`src/tec_pkg.sv`:
```
/*
 * Constants for the timer / event counter channel: mode codes,
 * count source and event source selects, prescaler taps.
 * Assumes nothing beyond a SystemVerilog compiler.
 */
package tec_pkg;

    // Counter width and wrap values
    localparam int          CNT_W       = 16;
    localparam logic [15:0] CNT_MAX     = 16'hFFFF;
    localparam logic [15:0] CNT_ZERO    = 16'h0000;
    localparam logic [15:0] RELOAD_RST  = 16'h0000;

    // Operating mode, two lowest mode register bits
    localparam logic [1:0]  MODE_TIMER  = 2'h0;
    localparam logic [1:0]  MODE_EVENT  = 2'h1;

    // Timer mode count source select
    localparam logic [1:0]  SRC_UNDIV   = 2'h0;   // clock_undivided
    localparam logic [1:0]  SRC_DIV8    = 2'h1;   // clock_div8
    localparam logic [1:0]  SRC_DIV32   = 2'h2;   // clock_div32
    localparam logic [1:0]  SRC_SUB32   = 2'h3;   // subclock_div32

    // Event counter source select
    localparam logic [1:0]  EVT_PIN     = 2'h0;   // channel_input_pin edges
    localparam logic [1:0]  EVT_NEIGH   = 2'h1;   // neighbour_channel overflow
    localparam logic [1:0]  EVT_GRP2    = 2'h2;   // second_group_timer_two overflow

    // Prescaler
    localparam int          PRE_W       = 5;
    localparam logic [4:0]  PRE_DIV8    = 5'h07;
    localparam logic [4:0]  PRE_DIV32   = 5'h1F;
    localparam logic [2:0]  PRE_LOW8    = 3'h7;

    // Asynchronous input bit positions in the synchroniser vector
    localparam int          SYN_N       = 3;
    localparam int          SYN_IN      = 0;
    localparam int          SYN_OUT     = 1;
    localparam int          SYN_SUB     = 2;
    localparam logic [2:0]  SYN_RST     = 3'h0;

endpackage : tec_pkg

```
`src/tec_channel.sv`:
```
/*
 * One 16-bit timer channel: timer mode and event counter mode, with
 * optional two-phase counting when built as the third channel.
 * Assumes pins and the subclock arrive asynchronously, neighbour and
 * second-group overflow pulses come from logic on clk, and software
 * drives the control ports as plain levels plus a write strobe.
 */
`timescale 1ns/10ps

// Contract
// - Each channel holds its own 16-bit counter and runs independently.
// - Two lowest mode bits choose timer or event counter mode.
// - Timer mode decrements on undivided, div8, div32 or subclock div32 source.
// - Timer underflow reloads from reload register, continues, raises interrupt.
// - Timer underflow period is set value plus one source periods.
// - Counter runs while start flag is 1, stops when cleared.
// - Reading the timer register returns the current count.
// - Write while stopped updates reload register and counter.
// - Write while counting updates reload only; counter takes it at reload.
// - With gate selected, input pin level starts and stops timer counting.
// - With pulse output in timer mode, output pin inverts at each underflow.
// - Event mode counts selected input pin edges or another timer's overflow.
// - Single-phase direction comes from software or the output pin input.
// - Event mode reloads on overflow or underflow unless free-run.
// - Free-run event mode rolls over without reloading.
// - Event ratio is FFFF minus value plus one up, value plus one down.
// - Event mode raises interrupt at every overflow and underflow.
// - Pulse output in event mode inverts output pin at each wrap; pin is driven only in single-phase with software direction.
// - Only the third channel supports two-phase counting.
// - Two-phase takes phases on input and output pins; relation sets direction.
// - Two-phase counts up on phase A rise, down on fall, while B high.
// - Two-phase mode reloads on each wrap unless free-run.
module tec_channel #(
    parameter bit QUAD_CAPABLE = 1'b0                 // Third channel only
) (
    input  wire logic                 clk,            // 125 MHz clock
    input  wire logic                 resetn,         // Async reset, low
    input  wire logic [1:0]           mode_sel,       // Mode register bits 1:0
    input  wire logic                 count_start,    // Count start flag
    input  wire logic [1:0]           src_sel,        // Timer count source
    input  wire logic                 gate_en,        // Gate function on
    input  wire logic                 gate_high,      // Gate counts on high pin
    input  wire logic                 pulse_en,       // Pulse output function
    input  wire logic [1:0]           evt_sel,        // Event source select
    input  wire logic                 evt_fall,       // Count falling edges
    input  wire logic                 dir_ext,        // Direction from pin
    input  wire logic                 dir_up,         // Software direction up
    input  wire logic                 free_run,       // Free-run count
    input  wire logic                 two_phase_en,   // Two-phase processing
    input  wire logic                 tmr_wr,         // Timer register write
    input  wire logic [15:0]          tmr_wdata,      // Write data
    output logic [15:0]               tmr_rdata,      // Current count
    output logic [15:0]               reload_value,   // Reload register
    output logic                      irq,            // Interrupt request pulse
    output logic                      overflow,       // Wrap pulse for others
    input  wire logic                 channel_input_pin,     // Gate/event/phase A
    input  wire logic                 channel_output_pin_i,  // Dir select/phase B
    output logic                      channel_output_pin_o,  // Pulse output
    output logic                      channel_output_pin_oe, // High while driving
    input  wire logic                 neighbour_channel_ovf, // Pulse on clk
    input  wire logic                 second_group_timer_two_ovf, // Pulse on clk
    input  wire logic                 subclock_div32         // Async subclock
);
    import tec_pkg::*;

    logic [SYN_N-1:0] s1_reg, s2_reg, s3_reg, filt_reg, filt_prev_reg;
    logic [SYN_N-1:0] s1_next, s2_next, s3_next, filt_next;
    logic [PRE_W-1:0] pre_reg, pre_next;
    logic [15:0]      cnt_reg, cnt_next, rld_reg, rld_next;
    logic             irq_reg, irq_next, out_reg, out_next, oe_reg, oe_next;
    logic             in_rise, in_fall, sub_rise, src_tick, gate_ok;
    logic             step, step_up, wrap, is_timer, is_event, quad_on;

    // Three-stage synchronisers; a change is taken once stages 2 and 3 agree
    always_comb begin
        s1_next   = {subclock_div32, channel_output_pin_i, channel_input_pin};
        s2_next   = s1_reg;
        s3_next   = s2_reg;
        filt_next = (~(s2_reg ^ s3_reg) & s3_reg) | ((s2_reg ^ s3_reg) & filt_reg);
    end

    always_ff @(posedge clk or negedge resetn) begin
        if (!resetn) begin
            s1_reg        <= SYN_RST;
            s2_reg        <= SYN_RST;
            s3_reg        <= SYN_RST;
            filt_reg      <= SYN_RST;
            filt_prev_reg <= SYN_RST;
        end else begin
            s1_reg        <= s1_next;
            s2_reg        <= s2_next;
            s3_reg        <= s3_next;
            filt_reg      <= filt_next;
            filt_prev_reg <= filt_reg;
        end
    end

    // Edges of the filtered levels
    assign in_rise  = filt_reg[SYN_IN] & ~filt_prev_reg[SYN_IN];
    assign in_fall  = ~filt_reg[SYN_IN] & filt_prev_reg[SYN_IN];
    assign sub_rise = filt_reg[SYN_SUB] & ~filt_prev_reg[SYN_SUB];

    // Free-running prescaler; shared taps keep div8 and div32 phase-aligned
    always_comb begin
        pre_next = pre_reg + 5'h01;
    end

    always_ff @(posedge clk or negedge resetn) begin
        if (!resetn) begin
            pre_reg <= '0;
        end else begin
            pre_reg <= pre_next;
        end
    end

    // Timer source tick select
    always_comb begin
        case (src_sel)
            SRC_UNDIV: src_tick = 1'b1;
            SRC_DIV8:  src_tick = (pre_reg[2:0] == PRE_LOW8);
            SRC_DIV32: src_tick = (pre_reg == PRE_DIV32);
            SRC_SUB32: src_tick = sub_rise;
            default:   src_tick = 1'b0;
        endcase
    end

    // Mode decode; two-phase exists only on the quad-capable build
    assign is_timer = (mode_sel == MODE_TIMER);
    assign is_event = (mode_sel == MODE_EVENT);
    assign quad_on  = QUAD_CAPABLE & two_phase_en;
    assign gate_ok  = ~gate_en | (filt_reg[SYN_IN] == gate_high);

    // Count step and direction for the selected mode
    always_comb begin
        step    = 1'b0;
        step_up = 1'b0;
        if (!count_start) begin
            step = 1'b0;
        end else if (is_timer) begin
            step    = src_tick & gate_ok;
            step_up = 1'b0;
        end else if (is_event && quad_on) begin
            // Phase A edges count only while phase B is high
            step    = (in_rise | in_fall) & filt_reg[SYN_OUT];
            step_up = in_rise;
        end else if (is_event) begin
            case (evt_sel)
                EVT_PIN:   step = evt_fall ? in_fall : in_rise;
                EVT_NEIGH: step = neighbour_channel_ovf;
                EVT_GRP2:  step = second_group_timer_two_ovf;
                default:   step = 1'b0;
            endcase
            step_up = dir_ext ? filt_reg[SYN_OUT] : dir_up;
        end
    end

    // Wrap: underflow from zero or overflow from FFFF
    assign wrap = step & (step_up ? (cnt_reg == CNT_MAX) : (cnt_reg == CNT_ZERO));

    // Counter, reload register, interrupt and pulse output next state
    always_comb begin
        cnt_next = cnt_reg;
        rld_next = rld_reg;
        irq_next = 1'b0;
        out_next = out_reg;
        oe_next  = pulse_en & (is_timer | (is_event & ~dir_ext & ~quad_on));
        if (step) begin
            if (wrap) begin
                irq_next = 1'b1;
                if (pulse_en) begin
                    out_next = ~out_reg;
                end
                if (is_event && free_run) begin
                    cnt_next = step_up ? CNT_ZERO : CNT_MAX;
                end else begin
                    cnt_next = rld_reg;
                end
            end else if (step_up) begin
                cnt_next = cnt_reg + 16'h0001;
            end else begin
                cnt_next = cnt_reg - 16'h0001;
            end
        end
        if (tmr_wr) begin
            rld_next = tmr_wdata;
            if (!count_start) begin
                cnt_next = tmr_wdata;
            end
        end
    end

    always_ff @(posedge clk or negedge resetn) begin
        if (!resetn) begin
            cnt_reg <= CNT_ZERO;
            rld_reg <= RELOAD_RST;
            irq_reg <= 1'b0;
            out_reg <= 1'b0;
            oe_reg  <= 1'b0;
        end else begin
            cnt_reg <= cnt_next;
            rld_reg <= rld_next;
            irq_reg <= irq_next;
            out_reg <= out_next;
            oe_reg  <= oe_next;
        end
    end

    // Outputs are flops; the read port is the live counter
    assign tmr_rdata             = cnt_reg;
    assign reload_value          = rld_reg;
    assign irq                   = irq_reg;
    assign overflow              = irq_reg;
    assign channel_output_pin_o  = out_reg;
    assign channel_output_pin_oe = oe_reg;

    // Stopped channel holds its count unless software writes it
    a_stop_holds_count: assert property (@(posedge clk) disable iff (!resetn)
        (!count_start && !tmr_wr) |=> (cnt_reg == $past(cnt_reg)))
        else $error("count moved while stopped");

    a_stop_no_irq: assert property (@(posedge clk) disable iff (!resetn)
        !count_start |=> (!irq && (channel_output_pin_o == $past(channel_output_pin_o))))
        else $error("irq or toggle while stopped");

    a_timer_decrement: assert property (@(posedge clk) disable iff (!resetn)
        (count_start && is_timer && step && cnt_reg != CNT_ZERO)
        |=> (cnt_reg == $past(cnt_reg) - 16'h0001))
        else $error("timer did not decrement");

    a_timer_reload_irq: assert property (@(posedge clk) disable iff (!resetn)
        (count_start && is_timer && step && cnt_reg == CNT_ZERO && !tmr_wr)
        |=> (irq && cnt_reg == $past(rld_reg)))
        else $error("underflow missed reload or irq");

    a_write_stopped: assert property (@(posedge clk) disable iff (!resetn)
        (tmr_wr && !count_start)
        |=> (cnt_reg == $past(tmr_wdata) && rld_reg == $past(tmr_wdata)))
        else $error("stopped write not applied to both");

    a_write_running: assert property (@(posedge clk) disable iff (!resetn)
        (tmr_wr && count_start && !step)
        |=> (rld_reg == $past(tmr_wdata) && cnt_reg == $past(cnt_reg)))
        else $error("running write touched counter");

    a_gate_blocks: assert property (@(posedge clk) disable iff (!resetn)
        (is_timer && gate_en && filt_reg[SYN_IN] != gate_high && !tmr_wr)
        |=> (cnt_reg == $past(cnt_reg)))
        else $error("gate closed but timer counted");

    a_pulse_toggle: assert property (@(posedge clk) disable iff (!resetn)
        (wrap && pulse_en) |=> (channel_output_pin_o != $past(channel_output_pin_o)) && irq)
        else $error("wrap without toggle");

    a_free_run_roll: assert property (@(posedge clk) disable iff (!resetn)
        (is_event && free_run && step && step_up && cnt_reg == CNT_MAX && !tmr_wr)
        |=> (cnt_reg == CNT_ZERO))
        else $error("free-run overflow did not roll to zero");

    a_quad_up: assert property (@(posedge clk) disable iff (!resetn)
        (count_start && is_event && quad_on && in_rise && filt_reg[SYN_OUT]
         && cnt_reg != CNT_MAX && !tmr_wr)
        |=> (cnt_reg == $past(cnt_reg) + 16'h0001))
        else $error("two-phase up count missed");

    // Prescaled sources step only on their shared tap
    a_prescale_gap: assert property (@(posedge clk) disable iff (!resetn)
        (is_timer && !tmr_wr
         && ((src_sel == SRC_DIV8 && pre_reg[2:0] != PRE_LOW8)
          || (src_sel == SRC_DIV32 && pre_reg != PRE_DIV32)))
        |=> (cnt_reg == $past(cnt_reg)))
        else $error("timer stepped between prescaler ticks");

    // Event and two-phase counting: steps, wraps and reloads
    a_event_up: assert property (@(posedge clk) disable iff (!resetn)
        (is_event && step && step_up && cnt_reg != CNT_MAX)
        |=> (cnt_reg == $past(cnt_reg) + 16'h0001))
        else $error("event up count missed");

    a_event_down: assert property (@(posedge clk) disable iff (!resetn)
        (is_event && step && !step_up && cnt_reg != CNT_ZERO)
        |=> (cnt_reg == $past(cnt_reg) - 16'h0001))
        else $error("event down count missed");

    // Old reload value wins even if a write lands on the wrap cycle
    a_event_reload: assert property (@(posedge clk) disable iff (!resetn)
        (is_event && !free_run && wrap)
        |=> (irq && cnt_reg == $past(rld_reg)))
        else $error("event wrap missed reload or irq");

    a_free_run_under: assert property (@(posedge clk) disable iff (!resetn)
        (is_event && free_run && step && !step_up && cnt_reg == CNT_ZERO)
        |=> (cnt_reg == CNT_MAX))
        else $error("free-run underflow did not roll to top");

    a_quad_down: assert property (@(posedge clk) disable iff (!resetn)
        (count_start && is_event && quad_on && in_fall && filt_reg[SYN_OUT]
         && cnt_reg != CNT_ZERO && !tmr_wr)
        |=> (cnt_reg == $past(cnt_reg) - 16'h0001))
        else $error("two-phase down count missed");

    a_quad_b_low: assert property (@(posedge clk) disable iff (!resetn)
        (is_event && quad_on && !filt_reg[SYN_OUT] && !tmr_wr)
        |=> (cnt_reg == $past(cnt_reg)))
        else $error("two-phase counted with phase B low");

    a_reload_write: assert property (@(posedge clk) disable iff (!resetn)
        tmr_wr |=> (reload_value == $past(tmr_wdata)))
        else $error("write did not reach reload register");

endmodule : tec_channel

```
`config.mk`:
```
export PLATFORM = sky130hd
export DESIGN_NAME = tec_channel
export DESIGN_NICKNAME = d
export VERILOG_FILES = /design/src/tec_pkg.sv /design/src/tec_channel.sv
export SDC_FILE = /design/constraint.sdc
export NUM_CORES = 1
export LEC_CHECK = 0
export ABC_CLOCK_PERIOD_IN_PS = 3700
export BUFFER_PORTS_ARGS = -buffer_cell sky130_fd_sc_hd__buf_2
export CAP_MARGIN = 20
export CORE_ASPECT_RATIO = 1.75
export CORE_UTILIZATION = 45
export CTS_CLUSTER_DIAMETER = 120
export DETAILED_ROUTE_END_ITERATION = 10
export PLACE_DENSITY_LB_ADDON = 0.05
export SYNTH_ARGS = -nofsm -noshare
export SYNTH_HDL_FRONTEND = slang
export SYNTH_SLANG_ARGS = --single-unit
```
`constraint.sdc`:
```
create_clock -name clk -period 3.7 [get_ports clk]
set_input_delay 0.555 -clock clk [delete_from_list [all_inputs] [get_ports clk]]
set_output_delay 0.555 -clock clk [all_outputs]
set_load 0.05 [all_outputs]
```
-- Word level (Yosys, flattened, before mapping)
Index checks and enable logic that the tools add are counted.
- add/sub/neg operators: 3
- equal/unequal tests: 10
- multiplexer cells: 20
- bitwise operators: 20
- reduce and logical (&&, ||, !) cells: 6
- operators by type and width (cell ; number):
    two-way mux 16 bit ; 7
    adder 16 x 1 -> 16 bit, second input constant ; 1
    == test 16 bit, second input constant ; 1
    zero test 16 bit ; 1
    subtractor 16 x 1 -> 16 bit, second input constant ; 1
    two-way mux 1 bit ; 11
    bitwise AND 1 bit ; 7
    bitwise AND 3 bit ; 2
    == test 2 x 1 -> 1 bit, second input constant ; 3
    == test 2 bit, second input constant ; 3
    zero test 2 bit ; 3
    NOT 1 bit ; 6
    adder 5 x 1 -> 5 bit, second input constant ; 1
    == test 5 bit, second input constant ; 1
    one-hot mux 1 bit (4 select lines) ; 1
    == test 3 bit, second input constant ; 1
    NOT 3 bit ; 1
    bitwise OR 3 bit ; 1
    one-hot mux 1 bit (3 select lines) ; 1
    AND reduction 3 bit ; 1
    bitwise XOR 3 bit ; 1
    bitwise OR 1 bit ; 2
    == test 1 bit ; 1
    logical AND 1 bit ; 1
- bits in registers: 55
- bits of input ports: 39
- output and inout bits: 36
- word-level logic and storage cells: 70

-- Logic depth before layout (Yosys ltp)
Gate-level depths: netlist (run 1).
- depth in word-level cells: 12
- gate-level depth with buffers: 11
- depth with buffers taken out: 11

-- Worst setup path after synthesis (run 1)
OpenSTA, ideal clock, no wires.
- path type: input-to-reg
- from: input port mode_sel[1]
- to: register cnt_reg[14], in the netlist tmr_rdata[14]
- setup time: 0.127 ns
- arrival: 2.924 ns
- required time: 3.573 ns
- path slack: 0.650 ns
- stages: 11
- buffers on the path: 0
- cells stage by stage: nand3b_1 -> nor2_2 -> inv_1 -> ha_1 -> a21oi_1 -> o21bai_1 -> a31oi_1 -> a21oi_1 -> or4_1 -> a21oi_1 -> o31ai_1
- cells in the longest elaborated chain, start to end: 10
- elaborated cells on any way between the ends: 18
- classes of those cells: eq/ne (1); mux (14); bitwise (1); reduce/logical (2)
- RTL lines (item ; line ; source):
    start: declaration ; tec_channel.sv:38 ; input wire logic [1:0] mode_sel,
    == test 2 x 1 -> 1 bit ; tec_channel.sv:129 ; assign is_event = (mode_sel == MODE_EVENT);
    two-way mux 1 bit ; tec_channel.sv:146 ; end else if (is_event) begin
    two-way mux 1 bit ; tec_channel.sv:139 ; end else if (is_timer) begin
    two-way mux 1 bit ; tec_channel.sv:137 ; if (!count_start) begin
    two-way mux 16 bit / two-way mux 1 bit (equally long branches) ; tec_channel.sv:174, tec_channel.sv:158 ;
    two-way mux 16 bit / bitwise AND 1 bit (equally long branches) ; tec_channel.sv:173, tec_channel.sv:158 ;
    two-way mux 16 bit ; tec_channel.sv:168 ; if (wrap) begin
    two-way mux 16 bit (*) ; tec_channel.sv:167 ; if (step) begin
    two-way mux 16 bit ; tec_channel.sv:186 ; if (!count_start) begin
    two-way mux 16 bit (*) ; tec_channel.sv:184 ; if (tmr_wr) begin
    net cnt_next[14] ; tec_channel.sv:69 ; logic [15:0] cnt_reg, cnt_next, rld_reg, rld_next;
    end signal: assignment ; tec_channel.sv:200 ; cnt_reg <= cnt_next;
    end: declaration ; tec_channel.sv:69 ;
Mark *: on every way through the listed nets, which the timed path passes. The rest lies on a longest branch.
A chain may end at the register's enable or synchronous reset.

-- Worst setup path after layout (run 1)
Same ends and word-level chain as after synthesis.

==> results of run 1 <==
==> power breakdown <==
group | internal, mW | leakage [nW] | total (mW) | switching (mW)
clock | 0.272 | 0.0735 | 0.487 | 0.215
combinational | 0.335 | 0.994 | 0.948 | 0.613
sequential | 0.663 | 0.647 | 0.763 | 0.100
total | 1.27 | 1.71 | 2.20 | 0.928
==> metal layers <==
layer / track usage [%] / up-vias
li1: - / 1311
met1: 31.2 / 1290
met2: 41.6 / 63
met3: 2.34 / 9
met4: 7.10 / 0
met5: 0 / -
==> cells in the final DEF, fill, tap and decap left out, types with 3 or more instances in the layout <==
cell type,count
a31oi_1,4
nand3b_1,3
xor2_1,4
and3_1,10
nor2_1,20
maj3_1,3
nand4_1,5
nand3_1,20
buf_4,8
dfrtp_1,54
inv_1,7
o221ai_1,5
nand2b_1,5
buf_2,73
o211ai_1,3
xnor2_1,10
mux2_2,16
ha_1,19
nand2_1,16
o31ai_1,9
nor2b_1,5
o21ai_0,11
a211oi_1,3
o21a_1,4
clkbuf_16,5
a21oi_1,32
nor4_1,6
==> per-stage QoR <==
step / setup WS, ps / power [mW] / hold slack (ps) / instances / area (um2)
finish: 672 / 2.20 / 342 / 470 / 3740
global route: 432 / 2.35 / 355 / 470 / 3740
CTS: 682 / 2.22 / 359 / 470 / 3740
detailed placement: 384 / 1.72 / 338 / 462 / 3590
global placement: 442 / 1.71 / 335 / 462 / 3590
floorplan: 650 / 1.48 / 259 / 312 / 3130
==> final timing paths <==
check                                        end  slack, ps
max in group asynchronous        reload_value[1]       2600
min in group clk                       s2_reg[2]        360
worst min-delay path            filt_prev_reg[0]        340
worst min register to register         s2_reg[2]        360
worst max register to register     tmr_rdata[14]        710
worst max-delay path               tmr_rdata[14]        670
==> worst register-to-register path, stage by stage (launching register included) <==
cell and delay, ps:
dfrtp_1 390, mux2i_1 230, nor2_2 80, inv_1 280
buf_4 230, ha_1 290, and2_1 190, a31oi_1 290
a21oi_1 160, or4_1 490, a21oi_1 170, o31ai_1 80
==> layout make-up <==
type                       instances  area [um2]  share of cell area [%]
clock buffer                       6         139                    3.71
clock inverter                     2        16.3                   0.435
inverter                           7        26.3                   0.702
multi-input combinational        238        1680                    44.9
sequential                        54        1350                    36.1
tap                               82         103                    2.74
timing repair buffer              81         425                    11.4
==> kinds of logic (layout without fill, tap and decap cells) <==
kind of cell | count (synthesis) | after routing
buffers and inverters | 20 | 96
DFF | 54 | 54
muxes | 17 | 17
xor gates and xnor gates | 14 | 14
AOI/OAI and AO/OA | 86 | 86
adders and majority gates | 23 | 23
and+or+nand+nor | 98 | 98
==> results.py, run 1 <==
metrics = {
    "run_status": {
        "status": "complete, no violations",
    },
    "clocking": {
        "cts_tree": "done",
        "hold_buffers": 0,
        "clk_path_buf_depth": 2,
        "clk_pin_slew_ps": 70,
        "post_cts_buffers": 0,
        "cts-root-buf": "clkbuf_16",
        "cts.sinks": 54,
        "cts_resized": 0,
        "htreeDepth": 2,
        "clock_latency_ps": 290,
        "cts_buffers": 5,
    },
    "synthesis": {
        "syn_area_um2": 3130,
        "synth_compound_area_share_pct": 18.3,
        "postSynthNetCount": 371,
        "ys_ff_latch": 54,
        "synth_flop_cell": "dfrtp_1",
        "yosys-top-cells-count": "dfrtp_1 (54), a21oi_1 (32), nand3_1 (20), nor2_1 (20), ha_1 (19)",
        "synth.most_common_cell": "dfrtp_1",
        "yosysUniqueCellTypes": 50,
        "ys_seq_area_share_pct": 43.2,
        "ys_top_cells_by_area": "dfrtp_1 (43%), ha_1 (7.6%), mux2_2 (5.8%)",
        "yosys.area.top_type": "dfrtp_1",
        "synth_top_family_by_area": "compound AO/OA/AOI/OAI gates",
        "synthAdderAreaFrac_pct": 9.20,
        "yosys-mux-area-fraction_pct": 6.08,
        "synthDominantCellAreaShare_pct": 43.2,
        "avgSynthCellArea_um2": 10.0,
        "synth_xor_area_share_pct": 3.92,
        "synth-edff-count": 0,
        "yosys.area_share.simple_pct": 16.3,
        "async_reset_ff_share_pct": 100,
        "ys_warn_count": 0,
        "synthCells": 312,
    },
    "pwr": {
        "p_leak_nw": 1.71,
        "peakVddDrop_mv": 0.409,
        "pwr_density_cell_nw_per_um2": 587,
    },
    "cells_and_area": {
        "fin_nets": 446,
        "final_util_pct": 56.4,
        "fill_cells": 620,
        "final_layout_size_suffix_gt1_share_pct": 29.1,
        "area_growth_pct": 19.6,
        "diodes": 0,
    },
    "routing": {
        "routedWlPerCell_um": 17.1,
        "drt-vias-per-instance": 5.69,
        "drt_iter0_drc": 112,
        "topRoutingLayerUsed": "met4",
        "first_pass_iters": 4,
        "wl_met1_um": 3480,
        "ant_nets": 0,
        "drc": 0,
        "wl_met2_um": 4230,
        "routed_wl_um": 8050,
        "met3WireLength_um": 220,
        "num_vias": 2673,
    },
    "worst_setup_path": {
        "worstPathRequired_ps": 3870,
        "reg2reg_depth": 11,
        "start_kind": "input port",
        "criticalPathCategory": "input port to register",
        "crit_slowest_cell": "or4_1",
        "path_buf_inv": 3,
        "crit_path_frequent_cell": "a21oi_1",
        "crit_family": "simple AND/OR/NAND/NOR gates",
        "cp_num_cells": 12,
        "crit_chain": "buf_2, nand3b_1, nor2_2, inv_1, buf_4, ha_1, and2_1, a31oi_1, a21oi_1, or4_1, a21oi_1, o31ai_1",
        "crit_fanout": 10,
        "cp_data_arrival_time_ps": 3200,
        "slowest_delay_ps": 480,
        "startpoint": "mode_sel[1]",
        "cp-end-kind": "register",
    },
    "floorplan": {
        "start_util_pct": 47.2,
        "io_pins": 75,
        "die_area_um2": 7300,
        "fp.dieH_um": 112,
        "rows": 39,
        "coreArea_um2": 6640,
        "die_x_um": 65.0,
    },
    "placed_design": {
        "port_buffers": 73,
        "place_hpwl_um": 6030,
        "gp_congestion": 0.920,
    },
    "flow_run": {
        "drv_cap": 0,
    },
    "global_routing": {
        "grt_max_degree": 36,
        "grt_first_pass_wirelength_um": 13500,
        "gr-total-overflow": 0,
        "grt_pass1_vias": 2730,
        "track_usage_pct": 24.0,
        "antenna_found_initial": 0,
    },
    "timing": {
        "report.final.hold_viol_count": 0,
        "timing.fmax_mhz": 330,
        "slew_violations": 0,
        "period_share_pct": 81.8,
        "setup_tns_ps": 0,
        "post-route-min-period_ps": 3030,
        "worst_slew_pin_slew_ps": 793,
        "finClkSkew_ps": 2.80,
        "setup_viol": 0,
        "slew_headroom_pct": 47.1,
        "grt_setup_unrepaired": "false",
    },
    "hold_path": {
        "hp-class": "input port to async pin",
    },
}
Note: power is estimated with default switching activity, not from simulation.
==> inputs of run 2 (changes only) <==
--- a/config.mk
+++ b/config.mk
@@ -5,7 +5,7 @@
 export SDC_FILE = /design/constraint.sdc
 export NUM_CORES = 1
 export LEC_CHECK = 0
-export ABC_CLOCK_PERIOD_IN_PS = 3700
+export ABC_CLOCK_PERIOD_IN_PS = 3100
 export BUFFER_PORTS_ARGS = -buffer_cell sky130_fd_sc_hd__buf_2
 export CAP_MARGIN = 20
 export CORE_ASPECT_RATIO = 1.75
==> constraint.sdc (replaced) <==
create_clock -name clk -period 3.1 [get_ports clk]
set_input_delay 0.465 -clock clk [delete_from_list [all_inputs] [get_ports clk]]
set_output_delay 0.465 -clock clk [all_outputs]
set_load 0.05 [all_outputs]
==> results.py, run 2 (same netlist as run 1, synthesis figures left out) <==
metrics = {
    "pwr": {
        "comb_power_share_pct": 44.1,
        "seq_power_share_pct": 34.4,
        "p_switching_mw": 1.11,
        "swShare_pct": 42.1,
        "pwr_density_cell_nw_per_um2": 694,
        "p_leak_nw": 1.74,
        "peakVddDrop_mv": 0.384,
        "clkPwrFrac_pct": 21.5,
        "p_int_mw": 1.52,
    },
    "cells_and_area": {
        "final_layout_size_suffix_gt1_share_pct": 30.6,
        "area_growth_pct": 21.3,
        "diodes": 0,
        "final_util_pct": 57.2,
        "final_cell_mix": "buf_2 (73), dfrtp_1 (54), a21oi_1 (32)",
        "fill_cells": 631,
        "final_common_cell": "buf_2",
        "multiInputGateArea_um2": 1680,
        "final_cell_area_um2": 3800,
        "regArea_um2": 1350,
        "fin_nets": 454,
    },
    "placed_design": {
        "port_buffers": 73,
        "place_area_um2": 3650,
        "place_hpwl_um": 5870,
        "gp_congestion": 0.881,
    },
    "timing": {
        "timing.fmax_mhz": 353,
        "setup_tns_ps": 0,
        "slew_violations": 0,
        "finClkSkew_ps": 8.24,
        "period_share_pct": 91.4,
        "grt_setup_unrepaired": "false",
        "worst_slew_pin_slew_ps": 669,
        "setup_viol": 0,
        "slew_headroom_pct": 55.4,
        "post-route-min-period_ps": 2830,
        "report.final.hold_viol_count": 0,
        "whs_ps": 272,
    },
    "clocking": {
        "cts.sinks": 54,
        "cts_buffers": 5,
        "clock_latency_ps": 290,
        "clk_pin_slew_ps": 70,
        "clk_path_buf_depth": 2,
        "cts_tree": "done",
        "htreeDepth": 2,
        "cts-root-buf": "clkbuf_16",
        "hold_buffers": 0,
        "post_cts_buffers": 0,
        "cts_resized": 0,
    },
    "hold_path": {
        "holdPathStages": 1,
        "hp-class": "input port to register",
        "min_to": "s1_reg[0]",
        "min_from": "channel_input_pin",
    },
    "routing": {
        "first_pass_iters": 4,
        "drt-vias-per-instance": 5.66,
        "drt_iter0_drc": 125,
        "drc": 0,
        "routedWlPerCell_um": 16.7,
        "ant_nets": 0,
        "num_vias": 2707,
        "routed_wl_um": 7970,
    },
    "worst_setup_path": {
        "reg2reg_depth": 11,
        "crit_family": "compound AO/OA/AOI/OAI gates",
        "start_kind": "register",
        "crit_chain": "mux2i_1, nor2_2, inv_1, ha_1, nor2b_1, o211ai_1, a211o_1, a21oi_1, or4_1, a21oi_1, o31ai_1",
        "crit_path_frequent_cell": "a21oi_1",
        "cp-end-kind": "register",
        "crit_slowest_cell": "or4_1",
        "rr_endpoint": "tmr_rdata[14]",
        "path_buf_inv": 1,
        "slowest_delay_ps": 470,
        "worstPathRequired_ps": 3270,
        "cp_data_arrival_time_ps": 3000,
        "r2r_slack_ps": 270,
        "criticalPathCategory": "register to register",
        "crit_fanout": 7,
    },
    "flow_run": {
        "drv_cap": 0,
    },
    "run_status": {
        "status": "complete, no violations",
    },
    "floorplan": {
        "die_x_um": 65.0,
        "fp.dieH_um": 112,
        "coreArea_um2": 6640,
        "die_area_um2": 7300,
        "io_pins": 75,
        "rows": 39,
        "start_util_pct": 47.2,
    },
    "global_routing": {
        "track_usage_pct": 24.2,
        "grt_max_degree": 55,
        "antenna_found_initial": 0,
        "grt_first_pass_wirelength_um": 13600,
        "grt_pass1_vias": 2729,
        "gr-total-overflow": 0,
    },
}
[run 2: changes by cell type in the layout (fill, tap and decap cells not counted)]
| cell | delta |
|---|---|
| buf_4 | +8 |
| clkbuf_8 | -1 |
| clkinvlp_4 | +1 |
[run 2: power by group through the flow]
stage / logic (mW) / clock network [mW] / registers [mW]
4_1_cts: 1.17 / 0.581 / 0.906
3_5_place_dp: 1.16 / 0 / 0.919
5_1_grt: 1.29 / 0.607 / 0.920
2_1_floorplan: 0.609 / 0 / 1.15
6_report: 1.16 / 0.567 / 0.905
3_3_place_gp: 1.15 / 0 / 0.916
[run 2: worst reg2reg max path: cells and delay by family, from the launching register on]
family / cells / cell delay (ps)
AOI/OAI and AO/OA: 5 / 900
adders and majority gates: 1 / 300
buffers and inverters: 1 / 230
DFF: 1 / 390
muxes: 1 / 210
and+or+nand+nor: 3 / 690
[run 2: metrics by stage]
stage | power (mW) | std cells | worst slack [ps]
finish | 2.63 | 478 | 268
detailed placement | 2.08 | 470 | 79.1
global placement | 2.06 | 470 | 89.7
floorplan | 1.76 | 312 | 140
CTS | 2.65 | 478 | 278
global route | 2.82 | 478 | 50.3
[run 2: final cells by class]
| cell class | instances | area share (%) |
|---|---|---|
| repair buffers | 89 | 12.8 |
| flip-flops and latches | 54 | 35.6 |
| inverters | 7 | 0.692 |
| clock buffers | 5 | 3.30 |
| multi-input cells | 238 | 44.3 |
| clock inverters | 3 | 0.626 |
| well taps | 82 | 2.70 |
[run 2: worst max-delay path by stage]
stage	cells past startpoint	from	end	slack (ps)
4_1_cts	11	register	tmr_rdata[14]	280
2_1_floorplan	11	mode_sel[1]	tmr_rdata[14]	140
3_3_place_gp	12	mode_sel[1]	tmr_rdata[14]	90
3_5_place_dp	12	mode_sel[1]	tmr_rdata[14]	80
5_1_grt	11	register	tmr_rdata[14]	50
6_report	11	register	tmr_rdata[14]	270
[run 2: per-layer routing]
layer	vias to the layer above	global-route usage (%)	routed length (um)
met2	59	42.0	4230
met4	0	6.09	91
met5	-	0	0
met3	9	3.25	242
met1	1315	31.2	3410
li1	1324	-	-
